$ cat src/gpio_alt_pkg.sv
// package for the three-port gpio block with port d alternate overrides
// assumes an apb master with 32-bit data and word-aligned register addresses
package gpio_alt_pkg;

  localparam int ADDR_W = 8;

  // register byte addresses
  localparam logic [7:0] OFS_B_OUTPUT = 8'h00;
  localparam logic [7:0] OFS_B_DIRECTION = 8'h04;
  localparam logic [7:0] OFS_B_PIN_LEVEL = 8'h08;
  localparam logic [7:0] OFS_C_OUTPUT = 8'h0C;
  localparam logic [7:0] OFS_C_DIRECTION = 8'h10;
  localparam logic [7:0] OFS_C_PIN_LEVEL = 8'h14;
  localparam logic [7:0] OFS_D_OUTPUT = 8'h18;
  localparam logic [7:0] OFS_D_DIRECTION = 8'h1C;
  localparam logic [7:0] OFS_D_PIN_LEVEL = 8'h20;
  localparam logic [7:0] OFS_ALT_CONTROL = 8'h24;
  localparam logic [7:0] OFS_PINCHG_MASK = 8'h28;

  // reset values
  localparam logic [7:0] RST_PORT = 8'h00;
  localparam logic [11:0] RST_ALT_CONTROL = 12'h000;
  localparam logic [7:0] RST_PINCHG_MASK = 8'h00;

  // port c has seven pins; bit 7 is not implemented
  localparam logic [7:0] PORT_C_MASK = 8'h7F;

  // alternate control field positions
  localparam int CTL_PULLUP_DIS = 0;
  localparam int CTL_TX_EN = 1;
  localparam int CTL_RX_EN = 2;
  localparam int CTL_SYNC_SEL = 3;
  localparam int CTL_IRQ0_EN = 4;
  localparam int CTL_IRQ1_EN = 5;
  localparam int CTL_PCG1_EN = 6;
  localparam int CTL_PCG2_EN = 7;
  localparam int CTL_T0A_EN = 8;
  localparam int CTL_T0B_EN = 9;
  localparam int CTL_T2B_EN = 10;
  localparam int CTL_DIN_GATE = 11;
  localparam int CTL_W = 12;

endpackage : gpio_alt_pkg

$ cat src/gpio_ports_with_alt_override.sv
// three general-purpose ports (b and d 8-bit, c 7-bit) behind an apb slave;
// port d carries serial, timer and interrupt alternate-function overrides.
// assumes pins are asynchronous to pclk; peripheral signals come from pclk logic.
//
// Local design decisions: the APB interface to the registers and the register offsets.
`timescale 1ns/1ps

// What this block does
// - transmitter enabled: port d bit 1 is an output carrying transmit data
// - receiver enabled: port d bit 0 is an input regardless of direction
// - forced receive input: pull-up on if data bit one and pull-ups not disabled
// - port d bit 3 input on for irq one or its masked group-2 pin change
// - port d bit 2 input on for irq zero or its masked group-1 pin change
// - port d bit 4 input feeds pin change, sync serial clock and timer0 count
// - port d bit 2 is the source pin of external interrupt zero
// - port d bits 0..2 are pin-change sources 16, 17 and 18
// - port b data register: 8 bits read/write, reset zero
// - port b direction register: 8 bits read/write, reset zero, all inputs
// - port b pin level register: read-only, shows pin levels
// - port c data register bits 6..0 read/write reset zero, bit 7 reads zero
// - port c direction bits 6..0 read/write reset zero, bit 7 reads zero
// - port c pin level read-only, bits 6..0 pin levels, bit 7 zero
// - port d data register: 8 bits read/write, reset zero
// - port d direction register: 8 bits read/write, reset zero
// - port d pin level register: read-only, shows pin levels
module gpio_ports_with_alt_override #(
  parameter int PORT_W = 8,
  parameter int PORT_C_W = 7
) (
  // apb
  input wire logic pclk,
  input wire logic presetn,
  input wire logic psel,
  input wire logic penable,
  input wire logic pwrite,
  input wire logic [gpio_alt_pkg::ADDR_W-1:0] paddr,
  input wire logic [31:0] pwdata,
  output logic [31:0] prdata,
  output logic pready,
  output logic pslverr,
  // port b pins
  input wire logic [PORT_W-1:0] pb_pin_in,
  output logic [PORT_W-1:0] pb_pin_out,
  output logic [PORT_W-1:0] pb_pin_oe_n,
  output logic [PORT_W-1:0] pb_pullup,
  // port c pins
  input wire logic [PORT_C_W-1:0] pc_pin_in,
  output logic [PORT_C_W-1:0] pc_pin_out,
  output logic [PORT_C_W-1:0] pc_pin_oe_n,
  output logic [PORT_C_W-1:0] pc_pullup,
  // port d pins
  input wire logic [PORT_W-1:0] pd_pin_in,
  output logic [PORT_W-1:0] pd_pin_out,
  output logic [PORT_W-1:0] pd_pin_oe_n,
  output logic [PORT_W-1:0] pd_pullup,
  // alternate-function values from on-chip peripherals
  input wire logic serial_tx_data,
  input wire logic serial_sync_clock_out,
  input wire logic timer0_cmp_a_out,
  input wire logic timer0_cmp_b_out,
  input wire logic timer2_cmp_b_out,
  // digital inputs handed to on-chip peripherals
  output logic serial_rx_data,
  output logic serial_sync_clock_in,
  output logic ext_irq_zero,
  output logic ext_irq_one,
  output logic timer0_count_in,
  output logic timer1_count_in,
  output logic [PORT_W-1:0] pinchg_src
);

  // register state
  logic [7:0] port_b_output;
  logic [7:0] port_b_direction;
  logic [7:0] port_c_output;
  logic [7:0] port_c_direction;
  logic [7:0] port_d_output;
  logic [7:0] port_d_direction;
  logic [gpio_alt_pkg::CTL_W-1:0] alt_control;
  logic [7:0] pinchg_mask;
  logic [7:0] next_port_b_output;
  logic [7:0] next_port_b_direction;
  logic [7:0] next_port_c_output;
  logic [7:0] next_port_c_direction;
  logic [7:0] next_port_d_output;
  logic [7:0] next_port_d_direction;
  logic [gpio_alt_pkg::CTL_W-1:0] next_alt_control;
  logic [7:0] next_pinchg_mask;

  // apb answer state
  logic [31:0] next_prdata;
  logic next_pslverr;

  // pin sampling state
  logic [7:0] pb_sync1, pb_sync2, pc_sync1, pc_sync2, pd_sync1, pd_sync2;
  logic [7:0] port_b_pin_level, port_c_pin_level, port_d_pin_level;
  logic [7:0] next_port_b_pin_level, next_port_c_pin_level, next_port_d_pin_level;

  // pin drive state
  logic [7:0] next_pb_out, next_pb_oe_n, next_pb_pull;
  logic [7:0] next_pc_out, next_pc_oe_n, next_pc_pull;
  logic [7:0] next_pd_out, next_pd_oe_n, next_pd_pull;
  logic [7:0] pc_out_q, pc_oe_n_q, pc_pull_q;

  // override pairs per port d pin
  logic [7:0] pullup_override_en, pullup_override_val;
  logic [7:0] dir_override_en, dir_override_val;
  logic [7:0] value_override_en, value_override_val;
  logic [7:0] din_enable_override_en, din_enable_override_val;
  logic [7:0] pd_din_enable;

  logic global_pullup_disable, serial_tx_enable, serial_rx_enable, serial_sync_select;
  logic ext_irq_zero_en, ext_irq_one_en, pinchg_group1_enable, pinchg_group2_enable;
  logic din_gate;
  logic [7:0] pc_pin_in_w;
  logic wr_access, setup_read;

  assign global_pullup_disable = alt_control[gpio_alt_pkg::CTL_PULLUP_DIS];
  assign serial_tx_enable = alt_control[gpio_alt_pkg::CTL_TX_EN];
  assign serial_rx_enable = alt_control[gpio_alt_pkg::CTL_RX_EN];
  assign serial_sync_select = alt_control[gpio_alt_pkg::CTL_SYNC_SEL];
  assign ext_irq_zero_en = alt_control[gpio_alt_pkg::CTL_IRQ0_EN];
  assign ext_irq_one_en = alt_control[gpio_alt_pkg::CTL_IRQ1_EN];
  assign pinchg_group1_enable = alt_control[gpio_alt_pkg::CTL_PCG1_EN];
  assign pinchg_group2_enable = alt_control[gpio_alt_pkg::CTL_PCG2_EN];
  // when set, digital inputs read zero unless an override keeps them on
  assign din_gate = alt_control[gpio_alt_pkg::CTL_DIN_GATE];
  assign pc_pin_in_w = {1'b0, pc_pin_in};

  // zero-wait slave: read data is captured in the setup cycle
  assign pready = psel & penable;
  assign wr_access = psel & penable & pwrite;
  assign setup_read = psel & ~penable;

  // register writes
  always_comb begin
    next_port_b_output = port_b_output;
    next_port_b_direction = port_b_direction;
    next_port_c_output = port_c_output;
    next_port_c_direction = port_c_direction;
    next_port_d_output = port_d_output;
    next_port_d_direction = port_d_direction;
    next_alt_control = alt_control;
    next_pinchg_mask = pinchg_mask;
    if (wr_access) begin
      unique case (paddr)
        gpio_alt_pkg::OFS_B_OUTPUT: next_port_b_output = pwdata[7:0];
        gpio_alt_pkg::OFS_B_DIRECTION: next_port_b_direction = pwdata[7:0];
        gpio_alt_pkg::OFS_C_OUTPUT: begin
          next_port_c_output = pwdata[7:0] & gpio_alt_pkg::PORT_C_MASK;
        end
        gpio_alt_pkg::OFS_C_DIRECTION: begin
          next_port_c_direction = pwdata[7:0] & gpio_alt_pkg::PORT_C_MASK;
        end
        gpio_alt_pkg::OFS_D_OUTPUT: next_port_d_output = pwdata[7:0];
        gpio_alt_pkg::OFS_D_DIRECTION: next_port_d_direction = pwdata[7:0];
        gpio_alt_pkg::OFS_ALT_CONTROL: next_alt_control = pwdata[gpio_alt_pkg::CTL_W-1:0];
        gpio_alt_pkg::OFS_PINCHG_MASK: next_pinchg_mask = pwdata[7:0];
        default: begin
        end
      endcase
    end
  end

  always_ff @(posedge pclk or negedge presetn) begin
    if (!presetn) begin
      port_b_output <= gpio_alt_pkg::RST_PORT;
      port_b_direction <= gpio_alt_pkg::RST_PORT;
      port_c_output <= gpio_alt_pkg::RST_PORT;
      port_c_direction <= gpio_alt_pkg::RST_PORT;
      port_d_output <= gpio_alt_pkg::RST_PORT;
      port_d_direction <= gpio_alt_pkg::RST_PORT;
      alt_control <= gpio_alt_pkg::RST_ALT_CONTROL;
      pinchg_mask <= gpio_alt_pkg::RST_PINCHG_MASK;
    end else begin
      port_b_output <= next_port_b_output;
      port_b_direction <= next_port_b_direction;
      port_c_output <= next_port_c_output;
      port_c_direction <= next_port_c_direction;
      port_d_output <= next_port_d_output;
      port_d_direction <= next_port_d_direction;
      alt_control <= next_alt_control;
      pinchg_mask <= next_pinchg_mask;
    end
  end

  // read data and error, registered at the setup cycle
  always_comb begin
    next_prdata = prdata;
    next_pslverr = pslverr;
    if (setup_read) begin
      next_prdata = 32'h0000_0000;
      next_pslverr = 1'b0;
      unique case (paddr)
        gpio_alt_pkg::OFS_B_OUTPUT: next_prdata[7:0] = port_b_output;
        gpio_alt_pkg::OFS_B_DIRECTION: next_prdata[7:0] = port_b_direction;
        gpio_alt_pkg::OFS_B_PIN_LEVEL: next_prdata[7:0] = port_b_pin_level;
        gpio_alt_pkg::OFS_C_OUTPUT: next_prdata[7:0] = port_c_output;
        gpio_alt_pkg::OFS_C_DIRECTION: next_prdata[7:0] = port_c_direction;
        gpio_alt_pkg::OFS_C_PIN_LEVEL: next_prdata[7:0] = port_c_pin_level;
        gpio_alt_pkg::OFS_D_OUTPUT: next_prdata[7:0] = port_d_output;
        gpio_alt_pkg::OFS_D_DIRECTION: next_prdata[7:0] = port_d_direction;
        gpio_alt_pkg::OFS_D_PIN_LEVEL: next_prdata[7:0] = port_d_pin_level;
        gpio_alt_pkg::OFS_ALT_CONTROL: next_prdata[gpio_alt_pkg::CTL_W-1:0] = alt_control;
        gpio_alt_pkg::OFS_PINCHG_MASK: next_prdata[7:0] = pinchg_mask;
        default: next_pslverr = 1'b1;
      endcase
    end
  end

  always_ff @(posedge pclk or negedge presetn) begin
    if (!presetn) begin
      prdata <= 32'h0000_0000;
      pslverr <= 1'b0;
    end else begin
      prdata <= next_prdata;
      pslverr <= next_pslverr;
    end
  end

  // port d override pairs; only one port carries alternate functions here
  always_comb begin
    pullup_override_en = 8'h00;
    pullup_override_val = 8'h00;
    dir_override_en = 8'h00;
    dir_override_val = 8'h00;
    value_override_en = 8'h00;
    value_override_val = 8'h00;
    din_enable_override_en = pinchg_mask & {8{pinchg_group2_enable}};
    din_enable_override_val = 8'hFF;
    // receive pin: forced input, pull-up still from the data bit
    pullup_override_en[0] = serial_rx_enable;
    pullup_override_val[0] = port_d_output[0] & ~global_pullup_disable;
    dir_override_en[0] = serial_rx_enable;
    dir_override_val[0] = 1'b0;
    // transmit pin: forced output carrying serial data, pull-up off
    pullup_override_en[1] = serial_tx_enable;
    dir_override_en[1] = serial_tx_enable;
    dir_override_val[1] = 1'b1;
    value_override_en[1] = serial_tx_enable;
    value_override_val[1] = serial_tx_data;
    din_enable_override_en[2] = ext_irq_zero_en | (pinchg_mask[2] & pinchg_group1_enable);
    din_enable_override_en[3] = ext_irq_one_en | (pinchg_mask[3] & pinchg_group2_enable);
    value_override_en[3] = alt_control[gpio_alt_pkg::CTL_T2B_EN];
    value_override_val[3] = timer2_cmp_b_out;
    value_override_en[4] = serial_sync_select;
    value_override_val[4] = serial_sync_clock_out;
    value_override_en[5] = alt_control[gpio_alt_pkg::CTL_T0B_EN];
    value_override_val[5] = timer0_cmp_b_out;
    value_override_en[6] = alt_control[gpio_alt_pkg::CTL_T0A_EN];
    value_override_val[6] = timer0_cmp_a_out;
  end

  // per-pin drive: override pair wins, else register setting
  genvar gi;
  generate
    for (gi = 0; gi < 8; gi++) begin : g_pin
      always_comb begin
        next_pb_out[gi] = port_b_output[gi];
        next_pb_oe_n[gi] = ~port_b_direction[gi];
        next_pb_pull[gi] = ~port_b_direction[gi] & port_b_output[gi] & ~global_pullup_disable;
        next_pc_out[gi] = port_c_output[gi];
        next_pc_oe_n[gi] = ~port_c_direction[gi];
        next_pc_pull[gi] = ~port_c_direction[gi] & port_c_output[gi] & ~global_pullup_disable;
        next_pd_out[gi] = value_override_en[gi] ? value_override_val[gi]
                                                : port_d_output[gi];
        next_pd_oe_n[gi] = dir_override_en[gi] ? ~dir_override_val[gi]
                                               : ~port_d_direction[gi];
        next_pd_pull[gi] = pullup_override_en[gi] ? pullup_override_val[gi] :
          (~port_d_direction[gi] & port_d_output[gi] & ~global_pullup_disable);
        pd_din_enable[gi] = din_enable_override_en[gi] ? din_enable_override_val[gi]
                                                       : ~din_gate;
      end
    end
  endgenerate

  always_ff @(posedge pclk or negedge presetn) begin
    if (!presetn) begin
      pb_pin_out <= 8'h00;
      pb_pin_oe_n <= 8'hFF;
      pb_pullup <= 8'h00;
      pc_out_q <= 8'h00;
      pc_oe_n_q <= 8'hFF;
      pc_pull_q <= 8'h00;
      pd_pin_out <= 8'h00;
      pd_pin_oe_n <= 8'hFF;
      pd_pullup <= 8'h00;
    end else begin
      pb_pin_out <= next_pb_out;
      pb_pin_oe_n <= next_pb_oe_n;
      pb_pullup <= next_pb_pull;
      pc_out_q <= next_pc_out;
      pc_oe_n_q <= next_pc_oe_n;
      pc_pull_q <= next_pc_pull;
      pd_pin_out <= next_pd_out;
      pd_pin_oe_n <= next_pd_oe_n;
      pd_pullup <= next_pd_pull;
    end
  end

  assign pc_pin_out = pc_out_q[PORT_C_W-1:0];
  assign pc_pin_oe_n = pc_oe_n_q[PORT_C_W-1:0];
  assign pc_pullup = pc_pull_q[PORT_C_W-1:0];

  // input path: two-stage synchroniser, then gated level register
  always_comb begin
    next_port_b_pin_level = pb_sync2 & {8{~din_gate}};
    next_port_c_pin_level = pc_sync2 & {8{~din_gate}} & gpio_alt_pkg::PORT_C_MASK;
    next_port_d_pin_level = pd_sync2 & pd_din_enable;
  end

  always_ff @(posedge pclk or negedge presetn) begin
    if (!presetn) begin
      pb_sync1 <= 8'h00;
      pb_sync2 <= 8'h00;
      pc_sync1 <= 8'h00;
      pc_sync2 <= 8'h00;
      pd_sync1 <= 8'h00;
      pd_sync2 <= 8'h00;
      port_b_pin_level <= 8'h00;
      port_c_pin_level <= 8'h00;
      port_d_pin_level <= 8'h00;
    end else begin
      pb_sync1 <= pb_pin_in;
      pb_sync2 <= pb_sync1;
      pc_sync1 <= pc_pin_in_w;
      pc_sync2 <= pc_sync1;
      pd_sync1 <= pd_pin_in;
      pd_sync2 <= pd_sync1;
      port_b_pin_level <= next_port_b_pin_level;
      port_c_pin_level <= next_port_c_pin_level;
      port_d_pin_level <= next_port_d_pin_level;
    end
  end

  // peripherals see the same gated level that software reads
  assign serial_rx_data = port_d_pin_level[0];
  assign ext_irq_zero = port_d_pin_level[2];
  assign ext_irq_one = port_d_pin_level[3];
  assign serial_sync_clock_in = port_d_pin_level[4];
  assign timer0_count_in = port_d_pin_level[4];
  assign timer1_count_in = port_d_pin_level[5];
  assign pinchg_src = port_d_pin_level;
endmodule : gpio_ports_with_alt_override

$ cat config.mk
export PLATFORM = sky130hd
export DESIGN_NAME = gpio_ports_with_alt_override
export DESIGN_NICKNAME = d
export VERILOG_FILES = /design/src/gpio_alt_pkg.sv /design/src/gpio_ports_with_alt_override.sv
export SDC_FILE = /design/constraint.sdc
export NUM_CORES = 1
export LEC_CHECK = 0
export ABC_AREA = 0
export BUFFER_PORTS_ARGS = -buffer_cell sky130_fd_sc_hd__buf_2
export CAP_MARGIN = 20
export CORE_ASPECT_RATIO = 0.8
export CORE_UTILIZATION = 53
export DETAILED_ROUTE_END_ITERATION = 16
export GPL_TIMING_DRIVEN = 0
export PLACE_DENSITY = 0.89
export SLEW_MARGIN = 0
export SYNTH_ARGS = -nofsm -noshare
export SYNTH_HDL_FRONTEND = slang
export SYNTH_SLANG_ARGS = --single-unit
$ cat constraint.sdc
create_clock -name pclk -period 1.8 [get_ports pclk]
set_input_delay 0.27 -clock pclk [delete_from_list [all_inputs] [get_ports pclk]]
set_output_delay 0.27 -clock pclk [all_outputs]
set_load 0.05 [all_outputs]
Word-level counts from Yosys, hierarchy flattened
Index checks and enable logic that the tools add are counted.

word-level totals
  flip-flop bits (word level) = 217
  input bits = 73
  output and inout bits = 117
  logic and storage cells = 152

cells by class
  eq/ne operators = 10
  multiplexer cells = 20
  bitwise operators = 84
  reductions and logical operators = 10

operators with widths
  kind                count
  $pmux 8 s11         1
  $and 1x1->1         52
  $eq 8x5->1 const B  4
  $not 1->1           26
  $and 8x8->8         3
  $eq 8x6->1 const B  3
  $mux 1              18
  $eq 8x4->1 const B  2
  $reduce_and 2->1    8
  $reduce_or 11->1    1
  $eq 8x3->1 const B  1
  $logic_not 8->1     1
  $and 7x7->7         1
  $mux 4              1
  $or 1x1->1          2

Depth between registers and ports, before layout
  word-level depth = 4
  mapped depth = 7
  gate-level depth less buffers = 5

Least setup slack after synthesis
Ideal clock, no wire load.

  path type = input -> register
  start point = input penable
  end point = register alt_control[3] (netlist name)
  library setup time = 0.125 ns
  data arrival time = 1.785 ns
  required time = 1.675 ns
  slack = -0.110 ns
  cell stages on the path = 5
  buffers on the path = 1
  path through = and2_1 > nand2_1 > nor3_2 > buf_4 > mux2_2

between the ends
  word-level cells in the longest chain between the ends = 3

ends and longest elaborated chain
  what                        line                                 source
  from (decl)                 gpio_ports_with_alt_override.sv:34   input wire logic penable,
  $and 1x1->1 (2 in a row)    gpio_ports_with_alt_override.sv:132  assign wr_access = psel & penable & pwrite;
  $reduce_and 2->1 (no line)  --
  to (signal assigned)        gpio_ports_with_alt_override.sv:173  alt_control <= gpio_alt_pkg::RST_ALT_CONTROL;
  to (signal assigned)        gpio_ports_with_alt_override.sv:182  alt_control <= next_alt_control;
  to (decl)                   gpio_ports_with_alt_override.sv:79   logic [gpio_alt_pkg::CTL_W-1:0] alt_control;

No other way between the ends.
A chain may end at the register's enable or synchronous reset.

Worst setup path after layout
  start point = input paddr[2] (netlist name)
  end point = register prdata[3]

between the ends
  word-level cells in the longest chain between the ends = 2
  elaborated cells on any way between the ends = 12
  classes of those cells = eq/ne: 10; mux: 1; reduce/logical: 1

ends and longest elaborated chain
  what                                      line                                 source
  from (decl)                               gpio_ports_with_alt_override.sv:36   input wire logic [gpio_alt_pkg::ADDR_W-1:0] paddr,
  $eq 8x6->1, or another cell as far along  gpio_ports_with_alt_override.sv:194  unique case (paddr)
  $pmux 8 s11 *                             gpio_ports_with_alt_override.sv:194
  to (signal assigned)                      gpio_ports_with_alt_override.sv:216  prdata <= next_prdata;
  to (decl)                                 gpio_ports_with_alt_override.sv:38   output logic [31:0] prdata,

Mark *: on every way between the ends. The rest lies on a longest branch, timed or not.

==> results list <==
- Class of the worst hold path: input pin to register
- Worst path setup slack after routing: 53.24 ps
- Area occupied by multi-input gates: 2320 um2
- Critical path fanouts, max: 10
* Worst R2R Path Depth: 5
- Across all register-to-register paths, the minimum setup slack is 120 ps.
* Crit path from: paddr[2]
* Post-synth EDFFs: 0
- The initial utilization of the core area, before any placement, comes to 0.5543.
- Die X: 140.1 um
- Share of the yosys chip area belonging to registers: 0.6750
* Power per Cell Area: 999.0 nW/um2
* Number of nets with antenna violations after routing: 0
- Post-route standard cell area excluding fillers: 10100 um2
- The detailed router used layers up to and including met4.
- The worst setup path is of the input pin to register kind.
- Destination of the worst register-to-register timing path: prdata[4]
* Global-route wire length before repair: 30130 um
- The final layout contains 860 nets.
* Maximum Capacitance Violations: 0
- Cell internal power was estimated by the tool at 7.755 mW.
* Xor and xnor fraction of the mapped netlist area: 0
- Adder and majority gate portion of the synthesized area: 0
* Fraction of the mapped netlist area in simple logic gates: 0.09298
- Crit path capture: prdata[3]
* Run status: finished clean
* Setup repair after global routing missed its margin: no
* Area Overhead vs Synth: 24.85%
- Number of primary I/O pins: 190
* Setup-failing EPs final: 0
* Switching Fraction: 0.2312
- Total Wirelength: 19300 um
* Source of the worst register-to-register timing path: port_d_direction[4]
- Antenna diodes: 0
- For this design the static power due to leakage is 5.031 nW.
* Relative max-transition margin: 0.5113
* Number of clock sinks: 217
- Area enclosed by the die boundary: 15760 um2
* Clk pwr share: 0.418
- Via count of the first global-routing pass: 5324
* Count of state elements after synthesis: 217
* Mux share of post-synthesis cell area: 0.1295
- Post-synthesis average cell area: 14.11 um2
* Number of inserted filler cells in the final layout: 1005
- The routed design could run at a clock period as short as 1747 ps.
- Pre-Repair DR Iteration Count: 4
* Metal1 wirelength: 8093 um
- Instance area after placement: 9180 um2
- Average wire length per cell after detail routing: 19.62 um
* Actual transition at the worst max-transition pin: 733.1 ps
- The first routing iteration left 389 violations.
- Vias: 5248
* Peak clock frequency supported by timing: 0.5725 GHz
* H-tree depth reported by CTS: 1
- The netlist uses 56 different library cells.
* Mapped cell area: 8088 um2
* Post-CTS setup buffer count: 0
* Count of buffers from port buffering: 147
- By area, the combinational part of the netlist is dominated by multiplexers.
* Initial antenna violation count: 0
- The sequential cells in the finished layout cover a total of 5459 um2.
* Count of pins over their slew limit: 0
- Highest-count cells in the layout ignoring fill and taps: sky130_fd_sc_hd__dfrtp_1, sky130_fd_sc_hd__buf_2, sky130_fd_sc_hd__mux2_2
- In the global route stage, overall resource usage came out at 0.2557.
* Setup Skew: 13.40 ps
- Dpl ws: -616.9 ps
* Number of clock buffers inserted by TritonCTS: 20
- The synthesized-area fraction occupied by ao, oa, aoi and oai cells was 0.05275.
* Ratio of routed vias to standard cells: 5.333
- Final-report hold violation count: 0
* Commonest non-fill, non-tap cell in the layout: sky130_fd_sc_hd__dfrtp_1
- Of the cells placed in the final design, the portion with a size suffix greater than 1 is 0.3975.
- Endpoint class of the critical path: register
* Clock tree from TritonCTS: done
- Clock latency on the worst-skew pair, taken at its later pin, is 490 ps.
- Summed over all nets, the switching power comes to 2.332 mW.
- Gpl congestion: 0.8892
- Synthesis handed over a netlist of 573 instances.
- The routed design uses 9257 um of met2 wire.
- Clk root buf: sky130_fd_sc_hd__clkbuf_16
* Final cell utilization of the core: 0.6921
- After legalization and detailed placement, the total HPWL measured 13230 um.
* Dpl cells: 924
- Of the total power, registers draw 0.503.
- Synthesis warning total: 0
- Hold timing on the final database bottoms out at a slack of 4.912 ps.
- Type of origin of the critical path: input pin
- Primary flip-flop cell chosen by synthesis mapping: sky130_fd_sc_hd__dfrtp_1
- After detailed routing, the number of remaining DRC violations is 0.
- The worst-case IR drop observed on VDD is 0.7881 mV.
* Combinational group share of total power: 0.079
- Worst path required time: 2190 ps
- For the worst setup path, the data arrival time is 2140 ps.
- After clock tree synthesis, the clock-pin slew on the worst setup and hold paths is 70 ps.
- Of the available clock period, the critical path in the final layout requires 0.9704.
- Standard-cell rows: 39
* Height of the die: 112.5 um
* Total overflow reported by the global router: 0
- Fraction of registers with async set/reset: 1.000
* Core outline area: 14590 um2
* Met3 Routed Length: 1472 um
- The finished layout holds 984 standard cells, fillers aside.
- Longest Clk Path Bufs: 3
- Entering global routing, the biggest net connects 119 pins.
[cell type report]
cell class,count,area share
Sequential cell,217,0.5406
Multi-Input combinational cell,301,0.2297
Timing Repair Buffer,173,0.1014
Clock buffer,33,0.06146
Buffer,46,0.03011
Tap cell,184,0.02280
Inverter,28,0.01041
Clock inverter,2,0.003470
[kinds of logic (layout without fill, tap and decap cells)]
family          count (synthesis)  count (layout)
simple gates                  123             123
buf+inv                        74             282
other cells                     1              20
mux                            93              93
compound gates                 65              65
flops                         217             217
[how the worst min path moves through the flow]
stage	startpoint	end	cells past startpoint	slack [ps]
after floorplan	presetn	alt_control[0]	0	-30
after global placement	pd_sync1[1]	pd_sync2[1]	0	330
after detailed placement	pc_sync1[0]	pc_sync2[0]	0	330
after CTS	timer2_cmp_b_out	pd_pin_out[3]	2	4
after global routing	timer2_cmp_b_out	pd_pin_out[3]	2	10
final	timer2_cmp_b_out	pd_pin_out[3]	2	5
[what timing repair did]
action                                  4_1_cts  5_1_grt
resized for setup                             1        2
endpoints found under the hold margin       111        0
hold buffers                                 25        0
endpoints found under the setup margin        5       10
gates cloned                                  0        0
[cell usage after synthesis (2+ instances only)]
| cell | instances | area [um2] |
|---|---|---|
| sky130_fd_sc_hd__nand3_1 | 3 | 15.01 |
| sky130_fd_sc_hd__nor2_2 | 3 | 18.77 |
| sky130_fd_sc_hd__mux4_2 | 3 | 67.56 |
| sky130_fd_sc_hd__o22ai_1 | 6 | 37.54 |
| sky130_fd_sc_hd__or2_2 | 5 | 31.28 |
| sky130_fd_sc_hd__dfrtp_1 | 194 | 4855 |
| sky130_fd_sc_hd__mux2i_1 | 27 | 270.3 |
| sky130_fd_sc_hd__dfstp_2 | 23 | 604.3 |
| sky130_fd_sc_hd__nor3_4 | 2 | 32.53 |
| sky130_fd_sc_hd__inv_1 | 28 | 105.1 |
| sky130_fd_sc_hd__o21ai_1 | 2 | 10.01 |
| sky130_fd_sc_hd__a21oi_1 | 9 | 45.04 |
| sky130_fd_sc_hd__a32oi_1 | 2 | 17.52 |
| sky130_fd_sc_hd__a31oi_1 | 2 | 12.51 |
| sky130_fd_sc_hd__nor2b_1 | 17 | 106.4 |
| sky130_fd_sc_hd__a21boi_0 | 6 | 45.04 |
| sky130_fd_sc_hd__nor3b_1 | 21 | 157.7 |
| sky130_fd_sc_hd__buf_4 | 29 | 217.7 |
| sky130_fd_sc_hd__nor4b_1 | 2 | 17.52 |
| sky130_fd_sc_hd__mux2_2 | 62 | 698.2 |
| sky130_fd_sc_hd__nand2_1 | 34 | 127.6 |
| sky130_fd_sc_hd__a22oi_1 | 4 | 30.03 |
| sky130_fd_sc_hd__and2_1 | 4 | 25.02 |
| sky130_fd_sc_hd__a21o_1 | 2 | 15.01 |
| sky130_fd_sc_hd__a22o_1 | 4 | 35.03 |
| sky130_fd_sc_hd__o32ai_1 | 2 | 17.52 |
| sky130_fd_sc_hd__buf_2 | 4 | 20.02 |
| sky130_fd_sc_hd__nor2_1 | 9 | 33.78 |
| sky130_fd_sc_hd__o21ai_0 | 18 | 90.09 |
| sky130_fd_sc_hd__nand2b_1 | 3 | 18.77 |
| sky130_fd_sc_hd__nor3_1 | 7 | 35.03 |
| sky130_fd_sc_hd__clkbuf_1 | 12 | 45.04 |
[sequential cells by signal (all words and copies together), names as in the netlist, 8 cells and up]
register / count
port_b_pin_level: 8
pinchg_src: 8
next_pb_out: 8
pd_pin_out: 8
pd_pullup: 8
pd_pin_oe_n: 8
pb_sync1: 8
port_d_direction: 8
alt_control: 12
pd_sync2: 8
pb_sync2: 8
pb_pin_out: 8
pb_pullup: 8
port_b_direction: 8
pinchg_mask: 8
port_d_output: 8
prdata: 12
pb_pin_oe_n: 8
pd_sync1: 8
[routing by layer]
metal	vias up	track usage
li1	2354	-
met1	2626	0.3580
met2	230	0.4090
met3	38	0.05418
met4	0	0.07179
met5	-	0
[power by group through the flow]
| stage | logic (mW) | registers [mW] | clock network (mW) |
|---|---|---|---|
| after floorplan | 0.341 | 5.26 | 0 |
| after global placement | 0.735 | 5.16 | 0 |
| after detailed placement | 0.753 | 5.16 | 0 |
| after CTS | 0.799 | 5.07 | 4.24 |
| after global routing | 0.856 | 5.08 | 4.47 |
| final | 0.800 | 5.08 | 4.21 |
[stage by stage]
step                TNS (ps)  power (mW)
floorplan                  0       5.604
global placement     -617000       5.892
detailed placement    -26730       5.915
CTS                        0       10.11
global route               0       10.41
finish                     0       10.09
[worst max-delay path: stages]
cell                       delay [ps]
sky130_fd_sc_hd__buf_2            130
sky130_fd_sc_hd__buf_2            340
sky130_fd_sc_hd__clkbuf_4         370
sky130_fd_sc_hd__mux2i_1          330
sky130_fd_sc_hd__o22ai_1          120
sky130_fd_sc_hd__a22oi_1          290
sky130_fd_sc_hd__a21oi_1          110
sky130_fd_sc_hd__a21o_1           170
Power figures use the tool's default switching activity.
